<file path="config.mk">
export PLATFORM = sky130hd
export DESIGN_NAME = nfc_host
export DESIGN_NICKNAME = d
export VERILOG_FILES = /design/src/nfc_pkg.sv /design/src/nfc_host.sv /design/src/nfc_sync.sv
export SDC_FILE = /design/constraint.sdc
export NUM_CORES = 1
export LEC_CHECK = 0
export BUFFER_PORTS_ARGS = -buffer_cell sky130_fd_sc_hd__buf_2
export CAP_MARGIN = 20
export CORE_MARGIN = 5
export CORE_UTILIZATION = 50
export CTS_BUF_LIST = sky130_fd_sc_hd__clkbuf_2 sky130_fd_sc_hd__clkbuf_4 sky130_fd_sc_hd__clkbuf_8
export CTS_CLUSTER_DIAMETER = 50
export DETAILED_ROUTE_END_ITERATION = 12
export MAX_ROUTING_LAYER = met4
export PLACE_DENSITY_LB_ADDON = 0.08
export SYNTH_ARGS = -nofsm -noshare
export SYNTH_HDL_FRONTEND = slang
export SYNTH_SLANG_ARGS = --single-unit
</file>
<file path="constraint.sdc">
create_clock -name mclk -period 3.8 [get_ports mclk]
set_clock_uncertainty 0.2 [all_clocks]
set_input_delay 0.19 -clock mclk [delete_from_list [all_inputs] [get_ports mclk]]
set_output_delay 0.19 -clock mclk [all_outputs]
set_load 0.01 [all_outputs]
</file>
<file path="src/nfc_pkg.sv">
/*
 * Shared constants of the NAND sequencing host: register map, control field
 * positions, device command codes, address layout and pin timing.
 * Assumes a 100 MHz mclk; all cycle counts derive from CLK_PERIOD_NS.
 */
package nfc_pkg;
	localparam int CLK_PERIOD_NS = 10;

	// Register byte offsets
	localparam logic [7:0] OFS_OPER = 8'h00;
	localparam logic [7:0] OFS_COLUMN = 8'h04;
	localparam logic [7:0] OFS_ROW = 8'h08;
	localparam logic [7:0] OFS_DATA = 8'h0C;
	localparam logic [7:0] OFS_STATUS = 8'h10;
	localparam logic [7:0] OFS_WPCTL = 8'h14;

	// Operation register fields
	localparam int OP_CMD1_LSB = 0;
	localparam int OP_CMD2_LSB = 8;
	localparam int OP_USE_CMD1 = 16;
	localparam int OP_USE_CMD2 = 17;
	localparam int OP_ADDR_LSB = 18;
	localparam int OP_WAIT_RDY = 21;
	localparam int OP_AUTO_STAT = 22;
	localparam int OP_DATA_WR = 23;
	localparam int OP_DATA_RD = 24;

	// Status register fields
	localparam int ST_ACTIVE = 0;
	localparam int ST_FAIL = 1;
	localparam int ST_REFUSED = 2;
	localparam int ST_READY = 3;
	localparam int ST_AFTER_DUMMY = 4;
	localparam int ST_BYTE_LSB = 8;

	// Device command codes
	localparam logic [7:0] CMD_READ_SETUP = 8'h00;
	localparam logic [7:0] CMD_READ_GO = 8'h30;
	localparam logic [7:0] CMD_CACHE_RD = 8'h31;
	localparam logic [7:0] CMD_CACHE_LAST = 8'h3F;
	localparam logic [7:0] CMD_MP_RD_SETUP = 8'h60;
	localparam logic [7:0] CMD_PROG_SETUP = 8'h80;
	localparam logic [7:0] CMD_PROG_SETUP2 = 8'h81;
	localparam logic [7:0] CMD_COL_CHANGE = 8'h85;
	localparam logic [7:0] CMD_PROG_GO = 8'h10;
	localparam logic [7:0] CMD_PROG_DUMMY = 8'h11;
	localparam logic [7:0] CMD_PROG_CACHE = 8'h15;
	localparam logic [7:0] CMD_STATUS = 8'h70;
	localparam logic [7:0] CMD_RESET = 8'hFF;

	// Address layout: two column cycles, three page cycles
	localparam logic [2:0] ADDR_FULL = 3'h5;
	localparam logic [2:0] ADDR_ROW_ONLY = 3'h3;
	localparam logic [2:0] ADDR_ROW_FIRST = 3'h2;
	localparam int PAGE_BITS = 17;
	localparam int PAGE_IDX_BITS = 6;
	localparam logic [5:0] PAGE_IDX_LAST = 6'h3F;
	localparam int STAT_FAIL_BIT = 0;

	// Pin timing
	localparam int STROBE_LOW_NS = 25;
	localparam int STROBE_HIGH_NS = 15;
	localparam int BUSY_ONSET_NS = 100;
	localparam int SYNC_STAGES = 2;
	localparam int STROBE_LOW_CYC = (STROBE_LOW_NS + CLK_PERIOD_NS - 1) / CLK_PERIOD_NS;
	localparam int STROBE_HIGH_CYC = (STROBE_HIGH_NS + CLK_PERIOD_NS - 1) / CLK_PERIOD_NS;
	localparam int BUSY_ONSET_CYC = (BUSY_ONSET_NS + CLK_PERIOD_NS - 1) / CLK_PERIOD_NS;
	localparam int READ_LOW_CYC = STROBE_LOW_CYC + SYNC_STAGES;

	typedef enum logic [10:0] {
		ST_IDLE = 11'b00000000001,
		ST_PREWAIT = 11'b00000000010,
		ST_CMD1 = 11'b00000000100,
		ST_ADDR = 11'b00000001000,
		ST_WDATA = 11'b00000010000,
		ST_CMD2 = 11'b00000100000,
		ST_ONSET = 11'b00001000000,
		ST_BUSY = 11'b00010000000,
		ST_STCMD = 11'b00100000000,
		ST_STRD = 11'b01000000000,
		ST_RDATA = 11'b10000000000
	} nfc_state_e;
endpackage : nfc_pkg

</file>
<file path="src/nfc_host.sv">
/*
 * Host controller for a strobe-driven NAND flash: software programs one
 * command/address/data sequence at a time over APB, the engine drives the pins.
 * Assumes ready_busy_n is pulled up externally and the I/O bus is resolved
 * outside from nand_io_oe.
 */
// The implementer's own choices: the APB interface to the registers and the placing of the registers.
`timescale 1ns/10ps
module nfc_host
	import nfc_pkg::*;
(
	input wire logic mclk,
	input wire logic reset,
	input wire logic psel,
	input wire logic penable,
	input wire logic pwrite,
	input wire logic [7:0] paddr,
	input wire logic [31:0] pwdata,
	output logic [31:0] prdata,
	output logic pready,
	output logic pslverr,
	output logic nand_ce_n,
	output logic nand_cle,
	output logic nand_ale,
	output logic nand_we_n,
	output logic nand_re_n,
	output logic nand_wp_n,
	output logic [7:0] nand_io_out,
	output logic nand_io_oe,
	input wire logic [7:0] nand_io_in,
	input wire logic ready_busy_n
);
	nfc_state_e state_ff, nxt_state;
	logic [31:0] oper_ff;
	logic [15:0] column_ff;
	logic [23:0] row_ff;
	logic [7:0] wdata_ff, rdata_ff, status_ff;
	logic fail_ff, refused_ff, wp_ctl_ff, after_dummy_ff, mp_read_ff;
	logic cache_rd_ff, cache_pg_ff, mp_half_ff, mp_pair_ff;
	logic [PAGE_BITS-1:0] page_ff, mp_page_ff;
	logic [PAGE_BITS-PAGE_IDX_BITS-1:0] pg_block_ff;
	logic [2:0] addr_idx_ff;
	logic [3:0] tim_ff;
	logic half_ff;
	logic [8:0] sync_out;
	logic [7:0] io_sync;
	logic rdy_sync;

	nfc_sync #(.WIDTH(9)) u_sync (
		.mclk(mclk),
		.reset(reset),
		.async_in({ready_busy_n, nand_io_in}),
		.sync_out(sync_out)
	);
	assign io_sync = sync_out[7:0];
	assign rdy_sync = sync_out[8];

	wire logic [7:0] cmd1 = oper_ff[OP_CMD1_LSB +: 8];
	wire logic [7:0] cmd2 = oper_ff[OP_CMD2_LSB +: 8];
	wire logic [2:0] n_addr = oper_ff[OP_ADDR_LSB +: 3];
	wire logic [PAGE_BITS-1:0] row_page = row_ff[PAGE_BITS-1:0];
	wire logic [PAGE_BITS-PAGE_IDX_BITS-1:0] row_block = row_page[PAGE_BITS-1:PAGE_IDX_BITS];
	wire logic wr_access = psel && penable && pwrite;
	wire logic start_req = wr_access && paddr == OFS_OPER && state_ff == ST_IDLE;
	wire logic [7:0] n_cmd1 = pwdata[OP_CMD1_LSB +: 8];
	wire logic [7:0] n_cmd2 = pwdata[OP_CMD2_LSB +: 8];
	wire logic n_use1 = pwdata[OP_USE_CMD1];
	wire logic n_use2 = pwdata[OP_USE_CMD2];
	wire logic n_stat_rst = n_use1 && (n_cmd1 == CMD_STATUS || n_cmd1 == CMD_RESET);
	wire logic strobe_end = tim_ff == 4'h0 && half_ff;
	wire logic low_end = tim_ff == 4'h0 && !half_ff;

	// Order checks made on the request word itself, before anything is driven
	logic refuse;
	always_comb begin
		refuse = 1'b0;
		if (after_dummy_ff && !n_stat_rst && !(n_use1 && n_cmd1 == CMD_PROG_SETUP2))
			refuse = 1'b1;
		if (n_use1 && n_cmd1 == CMD_CACHE_RD && (!cache_rd_ff
				|| page_ff[PAGE_IDX_BITS-1:0] == PAGE_IDX_LAST))
			refuse = 1'b1;
		if (n_use1 && n_cmd1 == CMD_CACHE_LAST && !cache_rd_ff)
			refuse = 1'b1;
		if (n_use2 && n_cmd2 == CMD_PROG_CACHE && cache_pg_ff && row_block != pg_block_ff)
			refuse = 1'b1;
		if (n_use1 && n_cmd1 == CMD_MP_RD_SETUP && mp_half_ff
				&& (row_page[PAGE_IDX_BITS] == mp_page_ff[PAGE_IDX_BITS]
				|| row_page[PAGE_IDX_BITS-1:0] != mp_page_ff[PAGE_IDX_BITS-1:0]))
			refuse = 1'b1;
	end

	// Step through the programmed phases in fixed order
	function automatic nfc_state_e after(input nfc_state_e cur, input logic [31:0] op,
			input logic [2:0] idx);
		nfc_state_e s;
		s = ST_IDLE;
		case (cur)
			ST_PREWAIT: s = op[OP_USE_CMD1] ? ST_CMD1 : ST_ADDR;
			ST_CMD1: s = ST_ADDR;
			ST_ADDR: s = idx == op[OP_ADDR_LSB +: 3] ? ST_WDATA : ST_ADDR;
			ST_WDATA: s = ST_CMD2;
			ST_CMD2: s = ST_ONSET;
			ST_BUSY: s = ST_STCMD;
			ST_STRD: s = ST_RDATA;
			default: s = ST_IDLE;
		endcase
		if (s == ST_ADDR && op[OP_ADDR_LSB +: 3] == 3'h0)
			s = ST_WDATA;
		if (s == ST_WDATA && !op[OP_DATA_WR])
			s = ST_CMD2;
		if (s == ST_CMD2 && !op[OP_USE_CMD2])
			s = ST_ONSET;
		if (s == ST_ONSET && !op[OP_WAIT_RDY])
			s = ST_STCMD;
		if (s == ST_STCMD && !op[OP_AUTO_STAT])
			s = ST_RDATA;
		if (s == ST_RDATA && !op[OP_DATA_RD])
			s = ST_IDLE;
		return s;
	endfunction : after

	always_comb begin
		nxt_state = state_ff;
		case (state_ff)
			ST_IDLE: if (start_req && !refuse) nxt_state = ST_PREWAIT;
			ST_PREWAIT: if (rdy_sync || (oper_ff[OP_USE_CMD1] && (cmd1 == CMD_STATUS
					|| cmd1 == CMD_RESET))) nxt_state = after(ST_PREWAIT, oper_ff, 3'h0);
			ST_CMD1, ST_WDATA, ST_CMD2, ST_STRD, ST_RDATA:
				if (strobe_end) nxt_state = after(state_ff, oper_ff, addr_idx_ff);
			ST_ADDR: if (strobe_end) nxt_state = after(ST_ADDR, oper_ff,
					addr_idx_ff + 3'h1 - (n_addr == ADDR_ROW_ONLY ? ADDR_ROW_FIRST : 3'h0));
			ST_ONSET: if (tim_ff == 4'h0) nxt_state = ST_BUSY;
			ST_BUSY: if (rdy_sync) nxt_state = after(ST_BUSY, oper_ff, addr_idx_ff);
			ST_STCMD: if (strobe_end) nxt_state = ST_STRD;
			default: nxt_state = ST_IDLE;
		endcase
	end

	always_ff @(posedge mclk) begin
		if (reset)
			state_ff <= ST_IDLE;
		else
			state_ff <= nxt_state;
	end

	// Strobe half-cycle timer; a read strobe stays low longer to cover the synchroniser
	always_ff @(posedge mclk) begin
		if (reset) begin
			tim_ff <= 4'h0;
			half_ff <= 1'b0;
		end else if (nxt_state != state_ff || (state_ff == ST_ADDR && strobe_end)) begin
			// Each address byte is a full strobe of its own
			half_ff <= 1'b0;
			if (nxt_state == ST_ONSET)
				tim_ff <= 4'(BUSY_ONSET_CYC - 1);
			else if (nxt_state == ST_RDATA || nxt_state == ST_STRD)
				tim_ff <= 4'(READ_LOW_CYC - 1);
			else
				tim_ff <= 4'(STROBE_LOW_CYC);
		end else if (low_end) begin
			half_ff <= 1'b1;
			tim_ff <= 4'(STROBE_HIGH_CYC - 1);
		end else if (tim_ff != 4'h0) begin
			tim_ff <= tim_ff - 4'h1;
		end
	end

	// Address cycle index: column bytes first, then page bytes
	always_ff @(posedge mclk) begin
		if (reset)
			addr_idx_ff <= 3'h0;
		else if (nxt_state == ST_ADDR && state_ff != ST_ADDR)
			addr_idx_ff <= n_addr == ADDR_ROW_ONLY ? ADDR_ROW_FIRST : 3'h0;
		else if (state_ff == ST_ADDR && strobe_end)
			addr_idx_ff <= addr_idx_ff + 3'h1;
	end

	logic [7:0] nxt_io;
	always_comb begin
		case (state_ff)
			ST_CMD1: nxt_io = cmd1;
			ST_CMD2: nxt_io = cmd2;
			ST_STCMD: nxt_io = CMD_STATUS;
			ST_WDATA: nxt_io = wdata_ff;
			ST_ADDR: begin
				case (addr_idx_ff)
					3'h0: nxt_io = column_ff[7:0];
					3'h1: nxt_io = column_ff[15:8];
					3'h2: nxt_io = row_ff[7:0];
					3'h3: nxt_io = row_ff[15:8];
					default: nxt_io = row_ff[23:16];
				endcase
			end
			default: nxt_io = 8'h00;
		endcase
	end

	wire logic drive = state_ff == ST_CMD1 || state_ff == ST_CMD2 || state_ff == ST_STCMD
		|| state_ff == ST_ADDR || state_ff == ST_WDATA;
	wire logic reading = state_ff == ST_RDATA || state_ff == ST_STRD;

	always_ff @(posedge mclk) begin
		if (reset) begin
			nand_ce_n <= 1'b1;
			nand_cle <= 1'b0;
			nand_ale <= 1'b0;
			nand_we_n <= 1'b1;
			nand_re_n <= 1'b1;
			nand_io_out <= 8'h00;
			nand_io_oe <= 1'b0;
			nand_wp_n <= 1'b0;
		end else begin
			nand_ce_n <= state_ff == ST_IDLE;
			nand_cle <= state_ff == ST_CMD1 || state_ff == ST_CMD2 || state_ff == ST_STCMD;
			nand_ale <= state_ff == ST_ADDR;
			// First cycle of a write phase keeps the strobe high so latches and data lead its fall
			nand_we_n <= !(drive && !half_ff && tim_ff != 4'(STROBE_LOW_CYC));
			nand_re_n <= !(reading && !half_ff);
			nand_io_out <= nxt_io;
			nand_io_oe <= drive;
			nand_wp_n <= wp_ctl_ff || mp_read_ff;
		end
	end

	// Read data sampled at the end of the low half, after the synchroniser delay
	always_ff @(posedge mclk) begin
		if (reset) begin
			rdata_ff <= 8'h00;
			status_ff <= 8'h00;
		end else if (low_end && state_ff == ST_RDATA) begin
			rdata_ff <= io_sync;
		end else if (low_end && state_ff == ST_STRD) begin
			status_ff <= io_sync;
		end
	end

	// Sequence tracking taken when a request is accepted; mp_read_ff also drops in idle once no pair is open
	wire logic acc = start_req && !refuse;
	always_ff @(posedge mclk) begin
		if (reset) begin
			after_dummy_ff <= 1'b0;
			cache_rd_ff <= 1'b0;
			cache_pg_ff <= 1'b0;
			mp_half_ff <= 1'b0;
			mp_pair_ff <= 1'b0;
			mp_read_ff <= 1'b0;
			page_ff <= '0;
			mp_page_ff <= '0;
			pg_block_ff <= '0;
		end else if (acc) begin
			after_dummy_ff <= n_use2 && n_cmd2 == CMD_PROG_DUMMY ? 1'b1
				: n_stat_rst ? after_dummy_ff : 1'b0;
			if (n_use1 && n_cmd1 == CMD_READ_SETUP && n_use2 && n_cmd2 == CMD_READ_GO) begin
				cache_rd_ff <= 1'b1;
				page_ff <= row_page;
			end else if (n_use1 && n_cmd1 == CMD_CACHE_RD) begin
				page_ff <= page_ff + 17'h1;
			end else if (n_use1 && n_cmd1 == CMD_CACHE_LAST) begin
				cache_rd_ff <= 1'b0;
			end
			if (n_use1 && n_cmd1 == CMD_MP_RD_SETUP) begin
				mp_half_ff <= !mp_half_ff;
				mp_pair_ff <= mp_half_ff;
				mp_page_ff <= row_page;
				mp_read_ff <= 1'b1;
			end
			// Confirm may come as the only command of its own operation
			if (mp_pair_ff && ((n_use1 && n_cmd1 == CMD_READ_GO)
					|| (n_use2 && n_cmd2 == CMD_READ_GO))) begin
				cache_rd_ff <= 1'b1;
				page_ff <= row_page;
				mp_pair_ff <= 1'b0;
			end
			if (n_use2 && n_cmd2 == CMD_PROG_CACHE) begin
				cache_pg_ff <= 1'b1;
				pg_block_ff <= row_block;
			end else if (n_use2 && n_cmd2 == CMD_PROG_GO) begin
				cache_pg_ff <= 1'b0;
			end
		end else if (state_ff == ST_IDLE && mp_read_ff && !mp_half_ff && !mp_pair_ff) begin
			mp_read_ff <= 1'b0;
		end
	end

	// Flags: hardware set beats a software clear in the same cycle
	wire logic clr_wr = wr_access && paddr == OFS_STATUS;
	wire logic fail_set = state_ff == ST_STRD && low_end && io_sync[STAT_FAIL_BIT];
	wire logic refuse_set = start_req && refuse;
	always_ff @(posedge mclk) begin
		if (reset) begin
			fail_ff <= 1'b0;
			refused_ff <= 1'b0;
		end else begin
			fail_ff <= fail_set || (fail_ff && !(clr_wr && pwdata[ST_FAIL]));
			refused_ff <= refuse_set || (refused_ff && !(clr_wr && pwdata[ST_REFUSED]));
		end
	end

	always_ff @(posedge mclk) begin
		if (reset) begin
			oper_ff <= 32'h0000_0000;
			column_ff <= 16'h0000;
			row_ff <= 24'h00_0000;
			wdata_ff <= 8'h00;
			wp_ctl_ff <= 1'b0;
		end else if (wr_access) begin
			if (acc)
				oper_ff <= pwdata;
			if (paddr == OFS_COLUMN)
				column_ff <= pwdata[15:0];
			if (paddr == OFS_ROW)
				row_ff <= pwdata[23:0];
			if (paddr == OFS_DATA)
				wdata_ff <= pwdata[7:0];
			if (paddr == OFS_WPCTL)
				wp_ctl_ff <= pwdata[0];
		end
	end

	wire logic mapped = paddr == OFS_OPER || paddr == OFS_COLUMN || paddr == OFS_ROW
		|| paddr == OFS_DATA || paddr == OFS_STATUS || paddr == OFS_WPCTL;
	assign pready = 1'b1;
	assign pslverr = psel && penable && !mapped;

	logic [31:0] nxt_prdata;
	always_comb begin
		nxt_prdata = 32'h0000_0000;
		case (paddr)
			OFS_OPER: nxt_prdata = oper_ff;
			OFS_COLUMN: nxt_prdata = {16'h0000, column_ff};
			OFS_ROW: nxt_prdata = {8'h00, row_ff};
			OFS_DATA: nxt_prdata = {24'h00_0000, rdata_ff};
			OFS_STATUS: begin
				nxt_prdata[ST_ACTIVE] = state_ff != ST_IDLE;
				nxt_prdata[ST_FAIL] = fail_ff;
				nxt_prdata[ST_REFUSED] = refused_ff;
				nxt_prdata[ST_READY] = rdy_sync;
				nxt_prdata[ST_AFTER_DUMMY] = after_dummy_ff;
				nxt_prdata[ST_BYTE_LSB +: 8] = status_ff;
			end
			OFS_WPCTL: nxt_prdata = {31'h0000_0000, wp_ctl_ff};
			default: nxt_prdata = 32'h0000_0000;
		endcase
	end

	// Read data registered at setup so it is stable through the access phase
	always_ff @(posedge mclk) begin
		if (reset)
			prdata <= 32'h0000_0000;
		else if (psel && !penable)
			prdata <= nxt_prdata;
	end
endmodule : nfc_host

</file>
<file path="src/nfc_sync.sv">
/*
 * Two-stage synchroniser, one stage pair per bit.
 * Assumes inputs are asynchronous pins; only the second stage is read outside.
 */
`timescale 1ns/10ps
module nfc_sync #(
	parameter int WIDTH = 1
) (
	input wire logic mclk,
	input wire logic reset,
	input wire logic [WIDTH-1:0] async_in,
	output logic [WIDTH-1:0] sync_out
);
	logic [WIDTH-1:0] meta_ff;

	for (genvar i = 0; i < WIDTH; i++) begin : g_bit
		always_ff @(posedge mclk) begin
			if (reset) begin
				meta_ff[i] <= 1'b0;
				sync_out[i] <= 1'b0;
			end else begin
				meta_ff[i] <= async_in[i];
				sync_out[i] <= meta_ff[i];
			end
		end
	end
endmodule : nfc_sync

</file>
==> implementation parameters <==
Parameter                              Value

STA
  Top achievable clock speed ... about 270 MHz
  Max-slew violations ... 0
  Headroom to the max-slew limit ... 0.532
  Count of endpoints failing setup in the final report ... 0
  Min cycle time layout ... 3710 ps
  Crit share post-route ... 0.977
  RSZ-0062 raised after global routing ... no
  Slew at the pin closest to its max-slew limit ... 702 ps
  Final Hold Vio Count ... 0
  Worst path setup slack after routing ... slightly below 90 ps

Clock network
  Number of H-tree levels ... 2
  Number of buffers created by CTS ... 38
  Latest clock arrival within the worst-skew pair ... 550 ps
  Clock transition at the registers of the reported paths ... roughly 60 ps
  # clock sinks ... 213
  Number of buffers on the longest clock path ... 3
  Root buffer selected by CTS ... clkbuf_8
  Clock tree from TritonCTS ... yes

Routing
  DRC violation total after the first TritonRoute iteration ... around 1100
  DRC viols ... 0
  Drt wl/cell ... 20.6 um
  Routed wire length ... approximately 37000 um
  Pre-antenna DRT Iters ... 8
  Via Count ... 10702
  Detail Route Antenna Nets ... 0
  Via count normalized by instance count ... 5.87

Final layout
  Final cell count without fillers ... ~1800
  Area of the multi-input gates ... roughly 5800 sq um
  Most frequent cells in the layout ... nand2_1, dfxtp_1, a21oi_1, nor2_1, buf_2
  FILL cells ... 1856
  Number of nets in the layout ... about 1600
  Layout-stage area growth over the synthesis result ... 25.9%
  Post-route core utilization ... 0.634
  Commonest non-fill, non-tap cell in the layout ... nand2_1
  Proportion of layout cells with a drive suffix above 1 ... 0.201
  Post-route standard cell area excluding fillers ... 13200 sq um
  Sequential cell area in the final layout ... 4270 sq um

Worst setup path
  Register-to-register setup slack ... about 86 ps
  Arrival time of data at the critical path endpoint ... just under 4000 ps
  Kind of cell with the highest combined delay on the critical path ... simple AND/OR/NAND/NOR gates
  Most frequent CP cell ... or4_4
  Maximum net fanout on the critical path ... 5
  Reg2reg start ... state_ff[4]$_SDFF_PP0_
  Library cell contributing the largest single delay on the critical path ... or4_4
  Highest cell delay on the worst timing path ... 520 ps
  Critical Setup Path Class ... register to register
  Critical Path Sink Type ... register
  WP buf/inv ... 0
  Required time at the worst-slack endpoint ... 4030 ps
  Sort of element at the start of the critical path ... register
  Critical path launch point ... state_ff[4]$_SDFF_PP0_
  Critical path cell sequence ... or4_4 > or4_4 > or2_4 > a221oi_2 > or2_1 > a21oi_2 > o31a_4 > o31ai_4 > a2111o_2 > mux2_4

Placement
  Worst slack at placement ... -43.8 ps
  Total half-perimeter wirelength after legalization and detailed placement ... roughly 27000 um
  Instance area after placement ... roughly 12000 sq um
  Total placed cells including tap cells ... 1693
  Input/output buffers ... between 100 and 150
  Final Wtd Congestion ... ~0.98

GRT
  Overall overflow remaining after global route ... 0
  Wire length of the first global-routing pass ... 57600 um
  Antenna violations before repair ... 2
  Pin count of the biggest net entering global routing ... 89
  Total routing resource utilization after global routing ... 0.312
  Number of global-route vias before repair ... between 9000 and 10000

Yosys
  Library cells used by synthesis ... 93
  Sequential-to-total area share from yosys stat ... 0.407
  Per-instance average area after synthesis ... 7.91 sq um
  Cell count after synthesis ... approximately 1300
  Count of synthesis-stage warnings from yosys ... 0
  Synthesized net count ... 1389
  Adder-cell share of the synthesized area ... 0.0117
  Post-synth EDFFs ... 0
  Post-synthesis xor/xnor area fraction ... 0.0265
  Predominant post-synthesis flop cell ... dfxtp_1
  Mux share of post-synthesis cell area ... 0.0388
  Share of the synthesized area in compound gates (AO/OA/AOI/OAI) ... 0.222
  Register bit count reported by yosys ... 213
  Largest family of logic cells by synthesized area ... simple AND/OR/NAND/NOR gates
  Share of async-settable or async-resettable flops after synthesis ... 0
  Netlist Area Pre-Place ... approximately 10000 sq um
  Post-synthesis simple-gate area fraction ... 0.250

Floorplan
  Die W ... roughly 150 um
  Placeable Area ... 20800 sq um
  Overall die area ... 24000 sq um
  Vert. Die Dim ... 155 um
  Initial core utilization ... 0.503
  # rows ... 53
  I/O pin cnt ... 103

Status
  Result of the run ... finished clean

Hold path
  Path category of the worst min-delay check ... input port to register
  Start point of the worst min-delay path ... psel

Power and ir drop
  Highest ir drop seen on vdd ... 0.000350 V
  Ratio of total power to cell area ... approximately 390 nW/um^2
  Post-layout total power ... between 5000 and 6000 uW
  Leakage power total ... 0.00503 uW

Run
  Maxcap violations ... 0
[worst min-delay path, stage by stage]
cell and delay (ps):
buf_2 110, nand2b_1 60, buf_4 230, nand2_1 100, a21oi_1 50
[state kept, by name, indices dropped and copies added (netlist names), 4 cells and up]
| name | count |
|---|---|
| column_ff | 16 |
| mp_page_ff | 7 |
| nand_io_out | 8 |
| oper_ff | 32 |
| page_ff | 6 |
| pg_block_ff | 11 |
| prdata | 32 |
| rdata_ff | 8 |
| row_ff | 24 |
| state_ff | 11 |
| status_ff | 8 |
| tim_ff | 4 |
| u_sync.meta_ff | 9 |
| u_sync.sync_out | 9 |
| wdata_ff | 8 |
[cells by family (layout without fill, tap and decap cells)]
| logic type | Yosys count | after routing |
|---|---|---|
| muxes | 39 | 39 |
| AOI/OAI and AO/OA | 354 | 354 |
| other | 1 | 2 |
| and+or+nand+nor | 567 | 567 |
| DFF | 213 | 213 |
| buffers and inverters | 114 | 334 |
| adders and majority gates | 10 | 10 |
| xor gates and xnor gates | 28 | 28 |
[final timing paths]
| kind | end | depth (start not counted) |
|---|---|---|
| min | prdata[31]$_SDFFE_PP0P_ | 5 |
| max | tim_ff[0]$_SDFFE_PP0P_ | 10 |
| min reg2reg | u_sync.sync_out[4]$_SDFF_PP0_ | 1 |
| max reg2reg | tim_ff[0]$_SDFFE_PP0P_ | 10 |
[cells in the mapped netlist (all sizes together) (14+ instances only)]
library cell	instances	share of area
nand2	261	0.094
dfxtp	213	0.41
a21oi	161	0.077
nor2	124	0.045
clkbuf	77	0.028
o21ai	57	0.027
mux2i	32	0.031
nor3	31	0.015
nor2b	28	0.017
nand3	27	0.013
buf	23	0.012
a22oi	22	0.016
xnor2	19	0.016
nand4	15	0.0090
inv	14	0.0050
[metrics by stage]
step / setup TNS (ps) / hold slack (ps)
floorplan: 0 / 115
global placement: 0 / 207
detailed placement: -125 / 204
CTS: 0 / 17.7
global route: 0 / 54.1
finish: 0 / 48.9
[per-layer routing]
layer,vias to the layer above,GRT usage,share of wire
met2,479,0.482,0.45
met4,0,0.103,0.035
li1,5105,-,-
met5,-,-,0
met3,98,0.0476,0.072
met1,5020,0.421,0.44
[power by group]
| group | leakage (uW) | switching, uW | internal (uW) |
|---|---|---|---|
| sequential | 0.00172 | 36.4 | 2270 |
| clock | 0.000446 | 979 | 1440 |
| combinational | 0.00286 | 254 | 165 |
[final cells by class]
type / instances / area share
multi-input combinational: 999 / 0.442
sequential: 213 / 0.323
timing repair buffer: 256 / 0.139
clock buffer: 54 / 0.0520
tap: 275 / 0.0261
clock inverter: 10 / 0.0129
inverter: 14 / 0.00398
antenna: 1 / 0.000190
[repair_timing]
| action | in CTS | in global routing |
|---|---|---|
| endpoints found under the hold margin | 139 | 0 |
| pin swaps | 0 | 3 |
| setup buffers | 0 | 4 |
| resized for setup | 1 | 11 |
| hold buffers | 60 | 0 |
| endpoints found under the setup margin | 4 | 5 |
Note: power is estimated with default switching activity, not from simulation.
